===== config.mk =====
export PLATFORM = sky130hd
export DESIGN_NAME = sum_and_conjunction_ops
export DESIGN_NICKNAME = d
export VERILOG_FILES = /design/src/pkg/alu_ops_pkg.sv /design/src/rtl/reg_file_mem.sv /design/src/rtl/sum_and_conjunction_ops.sv
export VERILOG_INCLUDE_DIRS = /design/src /design/src/pkg
export SDC_FILE = /design/constraint.sdc
export NUM_CORES = 1
export LEC_CHECK = 0
export ABC_AREA = 1
export ABC_CLOCK_PERIOD_IN_PS = 20700
export BUFFER_PORTS_ARGS = -buffer_cell sky130_fd_sc_hd__buf_2
export CAP_MARGIN = 20
export CORE_ASPECT_RATIO = 0.7
export CORE_UTILIZATION = 60
export CTS_CLUSTER_DIAMETER = 100
export DETAILED_ROUTE_END_ITERATION = 10
export PLACE_DENSITY_LB_ADDON = 0.25
export SLEW_MARGIN = 20
export SYNTH_ARGS = -nofsm -noshare
export SYNTH_HDL_FRONTEND = slang
export SYNTH_HIERARCHICAL = 1
export SYNTH_SLANG_ARGS = --single-unit
export TNS_END_PERCENT = 5

===== constraint.sdc =====
create_clock -name clk_sys -period 20.7 [get_ports clk_sys]
set_clock_uncertainty 0.15 [all_clocks]
set_input_delay 2.07 -clock clk_sys [delete_from_list [all_inputs] [get_ports clk_sys]]
set_output_delay 2.07 -clock clk_sys [all_outputs]
set_load 0.01 [all_outputs]

===== src/pkg/alu_ops_defines.svh =====
// Constants for the accumulator and register-operand datapath
`ifndef ALU_OPS_DEFINES_SVH
`define ALU_OPS_DEFINES_SVH
`define OPC_TOP 2'h0
`define OPC_SUM 4'h7
`define OPC_AND 4'h5
`define OPC_TOP_HI 13
`define OPC_TOP_LO 12
`define OPC_NIB_HI 11
`define OPC_NIB_LO 8
`define SEL_BIT 7
`define IDX_HI 6
`define IDX_LO 0
`define NIB_CARRY 4
`define BYTE_CARRY 8
`define ACC_RESET 8'h00
`define REG_DEPTH 128
`endif


===== src/pkg/alu_ops_pkg.sv =====
// Types for the accumulator and register-operand datapath
package alu_ops_pkg;
   typedef enum {ph_decode, ph_read, ph_process, ph_write} phase_type;
   typedef enum {op_none, sum_into_target_op, bitwise_conjunction_op} op_type;
   typedef struct packed {
      phase_type phase;
      op_type op;
      logic sel;
      logic [6:0] idx;
      logic [7:0] operand;
      logic [7:0] result;
      logic carry;
      logic nibble;
      logic [7:0] acc;
      logic byte_ovf;
      logic nibble_overflow_flag;
      logic null_flag;
      logic done;
   } state_type;
endpackage


===== src/rtl/reg_file_mem.sv =====
// Data register memory with registered read port
`timescale 1ns/10ps
`default_nettype none
module reg_file_mem (
   input wire logic clk_sys,
   input wire logic [6:0] rd_addr,
   output logic [7:0] rd_data,
   input wire logic wr_en,
   input wire logic [6:0] wr_addr,
   input wire logic [7:0] wr_data
);
   logic [7:0] mem [0:127];
   // No reset on the array; contents are loaded through the write port
   always_ff @(posedge clk_sys) begin
      if (wr_en) begin
         mem[wr_addr] <= wr_data;
      end
      rd_data <= mem[rd_addr];
   end
endmodule
`default_nettype wire


===== src/rtl/sum_and_conjunction_ops.sv =====
// Four-phase execute unit for the sum and conjunction instructions
`timescale 1ns/10ps
`default_nettype none
`include "alu_ops_defines.svh"
module sum_and_conjunction_ops (
   input wire logic clk_sys,
   input wire logic nrst,
   input wire logic instr_valid,
   input wire logic [13:0] instr_word,
   output logic instr_ready,
   output logic instr_done,
   output logic instr_illegal,
   input wire logic load_en,
   input wire logic [6:0] load_addr,
   input wire logic [7:0] load_data,
   input wire logic [6:0] peek_addr,
   output logic [7:0] peek_data,
   output logic [7:0] acc,
   output logic byte_ovf,
   output logic nibble_overflow_flag,
   output logic null_flag
);
   import alu_ops_pkg::*;

   state_type s_q;
   state_type s_d;
   logic [7:0] mem_rd;
   logic [6:0] rd_addr;
   logic wr_en;
   logic [6:0] wr_addr;
   logic [7:0] wr_data;
   logic [1:0] opc_top;
   logic [3:0] opc_nib;
   logic word_sel;
   logic [6:0] word_idx;
   logic is_sum;
   logic is_and;
   logic pick_sum;
   logic [8:0] carry;
   logic [7:0] sum_bits;
   logic [7:0] and_bits;
   logic [7:0] res_now;
   logic [8:0] any_set;
   logic res_zero;
   logic nib_carry;
   logic byte_carry;

   // Instruction word fields
   assign opc_top = instr_word[`OPC_TOP_HI:`OPC_TOP_LO];
   assign opc_nib = instr_word[`OPC_NIB_HI:`OPC_NIB_LO];
   assign word_sel = instr_word[`SEL_BIT];
   assign word_idx = instr_word[`IDX_HI:`IDX_LO];

   // Opcode recognition
   always_comb begin
      is_sum = 1'b0;
      is_and = 1'b0;
      if (opc_top == `OPC_TOP) begin
         is_sum = (opc_nib == `OPC_SUM);
         is_and = (opc_nib == `OPC_AND);
      end
   end

   // Operand read shares the port with peeks outside the read phase
   assign rd_addr = (s_q.phase == ph_read) ? s_q.idx : peek_addr;
   assign peek_data = mem_rd;

   // Per-bit ripple sum, conjunction and result pick
   // A ripple chain is slow, but eight bits fit easily in one 25 ns cycle
   assign pick_sum = (s_q.op == sum_into_target_op);
   assign carry[0] = 1'b0;
   assign any_set[0] = 1'b0;
   for (genvar i = 0; i < 8; i++) begin : g_bit
      assign sum_bits[i] = s_q.acc[i] ^ s_q.operand[i] ^ carry[i];
      assign carry[i + 1] = (s_q.acc[i] & s_q.operand[i])
         | (carry[i] & (s_q.acc[i] ^ s_q.operand[i]));
      assign and_bits[i] = s_q.acc[i] & s_q.operand[i];
      assign res_now[i] = pick_sum ? sum_bits[i] : and_bits[i];
      assign any_set[i + 1] = any_set[i] | res_now[i];
   end

   // Carries out of bit 3 and bit 7, null on an all-zero result
   assign nib_carry = carry[`NIB_CARRY];
   assign byte_carry = carry[`BYTE_CARRY];
   assign res_zero = !any_set[8];

   always_comb begin
      s_d = s_q;
      s_d.done = 1'b0;
      wr_en = load_en;
      wr_addr = load_addr;
      wr_data = load_data;
      unique case (s_q.phase)
         ph_decode: begin
            // Phase one: decode; illegal words leave the unit idle
            if (instr_valid && (is_sum || is_and)) begin
               if (is_sum) begin
                  s_d.op = sum_into_target_op;
               end else begin
                  s_d.op = bitwise_conjunction_op;
               end
               s_d.sel = word_sel;
               s_d.idx = word_idx;
               s_d.phase = ph_read;
            end
         end
         ph_read: begin
            // Phase two: address the operand; memory output is registered
            s_d.phase = ph_process;
         end
         ph_process: begin
            // Phase three: latch the operand for the adder
            s_d.operand = mem_rd;
            s_d.phase = ph_write;
         end
         ph_write: begin
            // Phase four: commit result and flags
            s_d.result = res_now;
            s_d.null_flag = res_zero;
            if (pick_sum) begin
               s_d.byte_ovf = byte_carry;
               s_d.nibble_overflow_flag = nib_carry;
            end
            if (s_q.sel) begin
               // Overrides the load port for this one cycle
               wr_en = 1'b1;
               wr_addr = s_q.idx;
               wr_data = res_now;
            end else begin
               s_d.acc = res_now;
            end
            s_d.done = 1'b1;
            s_d.phase = ph_decode;
         end
      endcase
   end

   reg_file_mem u_mem (
      .clk_sys(clk_sys),
      .rd_addr(rd_addr),
      .rd_data(mem_rd),
      .wr_en(wr_en),
      .wr_addr(wr_addr),
      .wr_data(wr_data)
   );

   always_ff @(posedge clk_sys or negedge nrst) begin
      if (!nrst) begin
         s_q <= '0;
      end else begin
         s_q <= s_d;
      end
   end

   assign instr_ready = (s_q.phase == ph_decode);
   assign instr_illegal = instr_valid && instr_ready && !(is_sum || is_and);
   assign instr_done = s_q.done;
   assign acc = s_q.acc;
   assign byte_ovf = s_q.byte_ovf;
   assign nibble_overflow_flag = s_q.nibble_overflow_flag;
   assign null_flag = s_q.null_flag;
endmodule
`default_nettype wire


## Word-level counts from Yosys, hierarchy flattened

Memories as Yosys holds them, arrays and structs flattened. A register that Yosys moved wholly into a read port is not among the register bits.
Cells that the tools add are included.

| storage, ports and cells | value |
|---|---|
| flip-flop bits (word level) | 92 |
| RAM bits | 1024 |
| bits of input ports | 40 |
| output and inout port bits | 22 |
| logic and storage cells | 99 |
| memories kept | 1 |

| operators by class | value |
|---|---|
| eq/ne operators | 8 |
| mux-type cells | 23 |
| bitwise logic cells | 45 |
| reduce and logical (&&, ||, !) cells | 12 |

Memory list:

| memory | words | width | rd ports | clocked after Yosys merged registers in | write ports | line | source |
|---|---|---|---|---|---|---|---|
| u_mem.mem | 128 | 8 | 1 | 1 | 1 | reg_file_mem.sv:12 | `logic [7:0] mem [0:127];` |

Operators by type and width:

| cell | number |
|---|---|
| == test 32 x 2 -> 1 bit, second input constant | 4 |
| one-hot mux 32 bit (4 select lines) | 1 |
| two-way mux 72 bit | 1 |
| zero test 32 bit | 2 |
| == test 32 x 1 -> 1 bit, second input constant | 1 |
| two-way mux 7 bit | 3 |
| two-way mux 8 bit | 2 |
| bitwise AND 1 bit | 15 |
| two-way mux 1 bit | 15 |
| bitwise XOR 1 bit | 15 |
| bitwise OR 1 bit | 14 |
| == test 4 x 3 -> 1 bit, second input constant | 2 |
| AND reduction 2 bit | 3 |
| logical AND 1 bit | 3 |
| zero test 1 bit | 2 |
| zero test 2 bit | 1 |
| two-way mux 2 bit | 1 |
| inequality test 2 bit, second input constant | 1 |
| logical OR 1 bit | 1 |
| inverter 1 bit | 1 |

## Logic depth before layout (Yosys ltp)

Gate-level depths: netlist of run 1.

| depth | value |
|---|---|
| depth after elaboration | 17 |
| depth in mapped cells | 19 |
| mapped depth without buffers | 19 |

## Hierarchy

Netlist of run 1, hierarchy kept.

By module, submodules not included:

| module | instances | cells an instance | area each (um2) | sequential area each (um2) |
|---|---|---|---|---|
| reg_file_mem | 1 | 3575 | 42104.1 | 30909.6 |
| sum_and_conjunction_ops | 1 | 252 | 2058.2 | 800.8 |

## Worst setup path before layout of run 1

Ideal clock, no wire load.

| path | value |
|---|---|
| path kind | register to register |
| from | reg s_q, in the netlist acc[0] |
| to | mem u_mem.mem[0][7] (data pin) |
| data arrival time | 8.229 ns |
| path slack | 11.124 ns |
| cell stages (with the launch flop) | 17 |
| path buffers | 0 |
| clock period less this slack | 9.576 ns |
| cells stage by stage | dfrtp_1 > ha_1 > fa_1 > fa_1 > inv_1 > fa_1 > inv_1 > fa_1 > fa_1 > inv_1 > fa_1 > inv_1 > fa_1 > inv_1 > nand3_1 > nand2_1 > o21ai_0 |

| on the way | value |
|---|---|
| word-level cells in the longest chain between the ends | 17 |

Ends and longest elaborated chain:

| item | line | source |
|---|---|---|
| start: declaration | sum_and_conjunction_ops.sv:25 | `state_type s_q;` |
| start signal: assignment | sum_and_conjunction_ops.sv:149 | `s_q <= '0;` |
| start signal: assignment | sum_and_conjunction_ops.sv:151 | `s_q <= s_d;` |
| bitwise AND 1 bit | sum_and_conjunction_ops.sv:75 | `assign carry[i + 1] = (s_q.acc[i] & s_q.operand[i])` |
| bitwise AND 1 bit | sum_and_conjunction_ops.sv:76 | `\| (carry[i] & (s_q.acc[i] ^ s_q.operand[i]));` |
| bitwise OR 1 bit | sum_and_conjunction_ops.sv:76 |  |
| bitwise AND 1 bit | sum_and_conjunction_ops.sv:76 |  |
| bitwise OR 1 bit | sum_and_conjunction_ops.sv:76 |  |
| bitwise AND 1 bit | sum_and_conjunction_ops.sv:76 |  |
| bitwise OR 1 bit | sum_and_conjunction_ops.sv:76 |  |
| net nib_carry | sum_and_conjunction_ops.sv:45 | `logic nib_carry;` |
| [3 not listed] | - |  |
| bitwise OR 1 bit | sum_and_conjunction_ops.sv:76 |  |
| bitwise AND 1 bit | sum_and_conjunction_ops.sv:76 |  |
| bitwise OR 1 bit | sum_and_conjunction_ops.sv:76 |  |
| bitwise XOR 1 bit | sum_and_conjunction_ops.sv:74 | `assign sum_bits[i] = s_q.acc[i] ^ s_q.operand[i] ^ carry[i];` |
| two-way mux 1 bit | sum_and_conjunction_ops.sv:78 | `assign res_now[i] = pick_sum ? sum_bits[i] : and_bits[i];` |
| two-way mux 8 bit | sum_and_conjunction_ops.sv:124 | `if (s_q.sel) begin` |
| two-way mux 8 bit | sum_and_conjunction_ops.sv:93 | `unique case (s_q.phase)` |
| net wr_data[7] | sum_and_conjunction_ops.sv:31 | `logic [7:0] wr_data;` |
| end: declaration | reg_file_mem.sv:12 |  |

The timed path passes the listed nets, and every way through them passes these cells.

## Final worst setup path of run 1

| path | value |
|---|---|
| from | in peek_addr[0] |
| to | reg u_mem.rd_data[4], read port of u_mem.mem |

| on the way | value |
|---|---|
| word-level cells in the longest chain between the ends | 1 |

Ends and longest elaborated chain:

| item | line | source |
|---|---|---|
| start: declaration | sum_and_conjunction_ops.sv:16 | `input wire logic [6:0] peek_addr,` |
| two-way mux 7 bit | sum_and_conjunction_ops.sv:65 | `assign rd_addr = (s_q.phase == ph_read) ? s_q.idx : peek_addr;` |
| net rd_addr[0] | sum_and_conjunction_ops.sv:28 | `logic [6:0] rd_addr;` |
| end: declaration | reg_file_mem.sv:7 | `output logic [7:0] rd_data,` |

The timed path passes the listed nets, and every way through them passes these cells.
A chain may end at the register's enable or synchronous reset.

==> reports/metrics.cfg, run 1 <==
[outcome]
status = finished clean

[logic_synthesis]
synthTopCellsByArea = edfxtp_1 (70%), nand2_1 (11%), nand3_1 (11%)
ys_warn_count = 6
synth_flop_cell = edfxtp_1
yosysTopAreaCell = edfxtp_1
synth_edf_count = 1024
syn-num-nets = 3887
ys_ff_latch = 1064
syn_inst = 3827
synth_top_area_share_pct = 69.6
yosysMostFrequentCell = nand2_1
async_flop_share_pct = 3.01
synth.distinct_cells = 26
synth_common_cells = nand2_1 (1305), edfxtp_1 (1024), nand3_1 (936)
syn_area_mm2 = 0.0442
avgSynthCellArea_um2 = 11.5
seq_area_frac_synth_pct = 71.8

[floorplan]
num_rows = 82
dieArea_mm2 = 0.0747
core_mm2 = 0.0722
start_util_pct = 61.1
io_pins = 62
dieHeight_um = 229
die_x_um = 326

[clock_tree]
cts_buffers = 95
cts_root_buf = clkbuf_16
clk_pin_slew_ps = 60
cts.sinks = 1064
cts_resized = 0
cts_tree = built
clockBufferDepth = 3
ctsHoldBuffers = 0
cts.htree.levels = 3
clock_latency_ps = 690
post_cts_buffers = 0

[route]
routed_via_density = 6.14
vias = 29600
drtAntennaViolNets = 0
drt_iter0_drc = 4590
wl_met2_mm = 49.6
highest_layer = met5
firstDrtPassIters = 5
finalWirelength_mm = 113
met1_length_mm = 46.9
drc = 0
wl_per_cell_um = 23.5
wl_met3_mm = 14.7

[power]
total_leakage_power_nw = 17.3
powerDensity_mw_per_mm2 = 121
peakVddDrop_v = 0.000208

[final_layout]
fill_cells = 5238
final_cells = 4822
area_delta_synth_final_pct = 8.29
fin_nets = 3838
drive_above_1_share_pct = 6.90

[setup_path]
ff2ff_setup_slack_ps = 14950
worstSetupStartpointType = input port
r2r-end = u_mem/rd_data[4]
critical_path.max_fanout = 225
crit_arrival_ps = 6530
critPathKind = in2reg
worstSetupEndpointType = register
reg2regPathDepth = 18
r2r-start = s_q[71]
cp.required_ps = 21180

[sta]
finalCritPeriodShare_pct = 29.3
setup_tns_ps = 0
setup_viol = 0
finalHoldViolCount = 0
slew-limit-headroom_pct = 17.4
worst_pin_slew_ps = 1240
period_minus_slack_ps = 6060
rsz0062_at_grt = no
clock.fmax_mhz = 165
drv_slew = 0

[global_routing]
antenna_found_initial = 0
grtUsageTotal_pct = 30.3
grt_max_degree = 226
grt_pass1_wl_mm = 170
gr-total-overflow = 0
grt_pass1_vias = 27000

[worst_hold_path]
whs_path_depth = 2
whs_endpoint = nibble_overflow_flag
hp-start = nibble_overflow_flag
hold_path.class = reg2reg

[placement]
dp_cells = 4644
dp_hpwl_mm = 62.4
gp_congestion = 0.882
port_buffers = 61

[job]
drv_cap = 0

==> cell type report <==
| type | instances | area (um2) | area share [%] |
|---|---|---|---|
| inverter | 56 | 238 | 0.497 |
| sequential | 1064 | 31700 | 66.3 |
| clock inverter | 58 | 529 | 1.11 |
| clock buffer | 116 | 2520 | 5.27 |
| timing repair buffer | 101 | 712 | 1.49 |
| antenna | 1 | 2.50 | 0.00523 |
| multi-input combinational | 2460 | 10900 | 22.8 |
| tap | 966 | 1210 | 2.53 |
==> per-stage QoR <==
stage	utilization [%]	hold WS (ps)	worst slack, ps	total power (W)	instance area [um2]
2_1_floorplan	-	296	11120	0.00357	44200
3_3_place_gp	61.9	321	14210	0.00398	44700
3_5_place_dp	61.9	327	14100	0.00400	44700
4_1_cts	66.1	343	14820	0.00574	47800
5_1_grt	66.2	392	14500	0.00597	47800
6_report	66.2	345	14640	0.00576	47800
==> how the worst max path moves through the flow <==
stage | start | to | slack [ps] | depth (start not counted)
after floorplan | acc[0] | u_mem/mem[0][7] | 11120 | 16
after global placement | peek_addr[0] | u_mem/rd_data[4] | 14210 | 17
after detailed placement | peek_addr[0] | u_mem/rd_data[4] | 14100 | 17
after CTS | peek_addr[0] | u_mem/rd_data[4] | 14820 | 17
after global routing | peek_addr[0] | u_mem/rd_data[4] | 14500 | 17
final | peek_addr[0] | u_mem/rd_data[4] | 14640 | 17
==> layout by cell type, fill, tap and decap left out, drive strengths merged, types with 13 or more instances in the layout <==
master / instances
buf: 101
clkbuf: 116
clkinv: 43
dfrtp: 32
edfxtp: 1024
ha: 13
inv: 59
nand2: 1306
nand3: 936
nor2: 143
o21ai: 33
==> report_power, final <==
part	switching (W)	internal (W)	leakage, nW	total (W)
clock network	0.000768	0.000988	1.50	0.00176
registers	0.0000493	0.00243	9.69	0.00248
logic	0.00113	0.000395	6.08	0.00153
total	0.00195	0.00381	17.3	0.00576
==> worst max-delay path, stage by stage <==
cell,delay (ps)
buf_2,100
nor2_1,160
a21oi_4,50
buf_12,260
inv_16,620
buf_12,520
buf_4,880
nand2_1,110
nand3_1,110
nand3_1,90
nand3_1,250
nand2_1,100
nand2_1,100
nand3_1,160
nand2_1,130
nand2_1,60
nand2_1,70
==> cells by family after synthesis <==
logic type,after synthesis,synth area share [%]
AO/OA/AOI/OAI,37,0.453
buffers and inverters,303,3.79
flip-flops,1064,71.8
AND/OR/NAND/NOR,2396,23.1
multiplexers,7,0.179
adder cells (fa/ha/maj),20,0.686
==> metal layers <==
metal | global-route usage [%] | up-vias
li1 | - | 13300
met1 | 46.8 | 14300
met2 | 43.4 | 1858
met3 | 7.87 | 163
met4 | 6.46 | 2
met5 | 0.895 | -
==> state kept, by name, summed over array words and instances (netlist names) <==
name	count
u_mem/rd_data	8
byte_ovf	1
u_mem/mem	1024
s_q	20
instr_done	1
null_flag	1
acc	8
nibble_overflow_flag	1
Note: power is estimated with default switching activity, not from simulation.
==> run 2, diff against run 1 <==
- ABC_CLOCK_PERIOD_IN_PS: 20700 -> 5820
- clock period: 20.7 -> 5.82 ns (I/O delays scaled with it)
==> reports/metrics.cfg, run 2 (synthesized netlist as in run 1, its figures left out) <==
[clock_tree]
cts.sinks = 1064  ; unchanged
cts_buffers = 94  ; -1.1%
post_cts_buffers = 0  ; unchanged
cts.htree.levels = 3  ; unchanged
cts_root_buf = clkbuf_16
clk_pin_slew_ps = 60  ; about the same
cts_tree = built
clockBufferDepth = 3  ; unchanged
clock_latency_ps = 660  ; -30 ps
cts_resized = 0  ; unchanged

[floorplan]
num_rows = 82  ; unchanged
start_util_pct = 61.1  ; unchanged
die_x_um = 326  ; unchanged
dieArea_mm2 = 0.0747  ; unchanged
dieHeight_um = 229  ; unchanged
core_mm2 = 0.0722  ; unchanged
io_pins = 62  ; unchanged

[power]
powerDensity_mw_per_mm2 = 422  ; +250%
peakVddDrop_v = 0.000457  ; +120%
power_w = 0.0202  ; +250%
total_leakage_power_nw = 17.3  ; about the same

[final_layout]
reg_top3 = u_mem/mem: 1024 flops, s_q: 20 flops
largest-register = u_mem/mem
drive_above_1_share_pct = 6.64  ; -0.26 points
fin_nets = 3845  ; +0.18%
mostFrequentLayoutCells = nand2_1 (1303), edfxtp_1 (1024), nand3_1 (936)
area_delta_synth_final_pct = 8.44
postLayoutCoreUtil_pct = 66.3  ; +0.090 points
mostFrequentLayoutCell = nand2_1
n_antenna_cell = 0  ; -1
largest_reg_flops = 1024  ; unchanged

[sta]
setup_viol = 0  ; unchanged
period_minus_slack_ps = 4690
worst_pin_slew_ps = 1300  ; +59.6 ps
fin_ws_ps = 1130  ; -13510 ps
setup_tns_ps = 0  ; unchanged
clock.fmax_mhz = 213
drv_slew = 0  ; unchanged
finalHoldViolCount = 0  ; unchanged
rsz0062_at_grt = no
finalCritPeriodShare_pct = 80.6
holdWs_ps = 66.9  ; -278 ps
slew-limit-headroom_pct = 13.5  ; -4.0 points

[setup_path]
cp.required_ps = 6030  ; -15150 ps
crit_arrival_ps = 4900  ; -1630 ps
worstSetupStartpointType = register
critical_path.max_fanout = 128  ; -43%
worstSetupEndpointType = register
critPathKind = reg2reg

[route]
drtAntennaViolNets = 0  ; unchanged
finalWirelength_mm = 110  ; -3.4%
routed_via_density = 6.09  ; -0.74%
drc = 0  ; unchanged
wl_per_cell_um = 22.7  ; -3.4%
drt_iter0_drc = 3942  ; -14%
vias = 29400  ; -0.70%
firstDrtPassIters = 6  ; +1

[placement]
gp_congestion = 0.896  ; +1.6%
port_buffers = 61  ; unchanged
dp_hpwl_mm = 61.5  ; -1.4%
place_ws_ps = 1220  ; -12880 ps

[global_routing]
grt_max_degree = 281  ; +24%
grt_pass1_wl_mm = 166  ; -2.5%
antenna_found_initial = 2  ; +2
gr-total-overflow = 0  ; unchanged
grtUsageTotal_pct = 29.4  ; -0.87 points
grt_pass1_vias = 27200  ; +0.89%

[job]
drv_cap = 0  ; unchanged

[outcome]
status = finished clean

[worst_hold_path]
hold_path.class = in2reg

==> run 2: cell types whose count changed in the layout (fill, tap and decap cells not counted), sizes merged <==
cell	before	now
diode	1	0
clkbuf	116	115
bufinv	10	7
buf	101	103
dlygate4sd3	0	6
clkinv	43	40
inv	59	61
==> run 2: layout make-up <==
cell class                      instances  area [um2]
Clock inverter                         54         450
Inverter                               56         236
Fill cell                            5251       24300
Multi-Input combinational cell       2460       10900
Sequential cell                      1064       31700
Timing Repair Buffer                  109         945
Tap cell                              966        1210
Clock buffer                          115        2430
==> run 2: metal layers <==
layer	share of wire [%]	global-route usage (%)	up-vias
li1	-	-	13300
met1	41	44.9	14100
met2	43	42.0	1825
met3	13	7.50	197
met4	2.5	8.17	2
met5	0.0082	0	-
==> run 2: where the power goes <==
| group | total (W) | internal [W] | switching [W] |
|---|---|---|---|
| Sequential | 0.00876 | 0.00864 | 0.000118 |
| Combinational | 0.00548 | 0.00144 | 0.00404 |
| Clock | 0.00598 | 0.00328 | 0.00270 |
==> run 2: path summary, 6_finish.rpt <==
path | startpoint | slack (ps) | cells after the start | to
min in group asynchronous | nrst | 420 | 2 | s_q[70]
min | instr_word[1] | 70 | 3 | s_q[31]
max reg2reg | acc[0] | 1130 | 17 | u_mem/mem[118][7]
max | acc[0] | 1130 | 17 | u_mem/mem[118][7]
min reg2reg | u_mem/rd_data[4] | 320 | 2 | s_q[26]
max in group asynchronous | nrst | 4580 | 2 | s_q[35]
==> run 2: repair_timing <==
action / 4_1_cts / 5_1_grt
hold buffers: 6 / 0
endpoints found under the hold margin: 37 / 0
setup endpoints to repair: 0 / 0
==> run 2: critical path, cell delays in order (launching register included) <==
cell     delay [ps]
dfrtp_1         390
ha_1            240
fa_1            410
fa_1            370
inv_1            80
fa_1            180
inv_1            50
fa_1            390
fa_1            370
inv_1            70
fa_1            170
inv_1            60
fa_1            470
inv_1            40
nand3_1          70
nand2_1         140
o21ai_4         180
buf_12          410
==> run 2: through the flow <==
step           area [um2]  std cells
2_1_floorplan       44200       3827
3_3_place_gp        44900       4645
3_5_place_dp        44900       4648
4_1_cts             47900       4823
5_1_grt             47900       4824
6_report            47900       4824
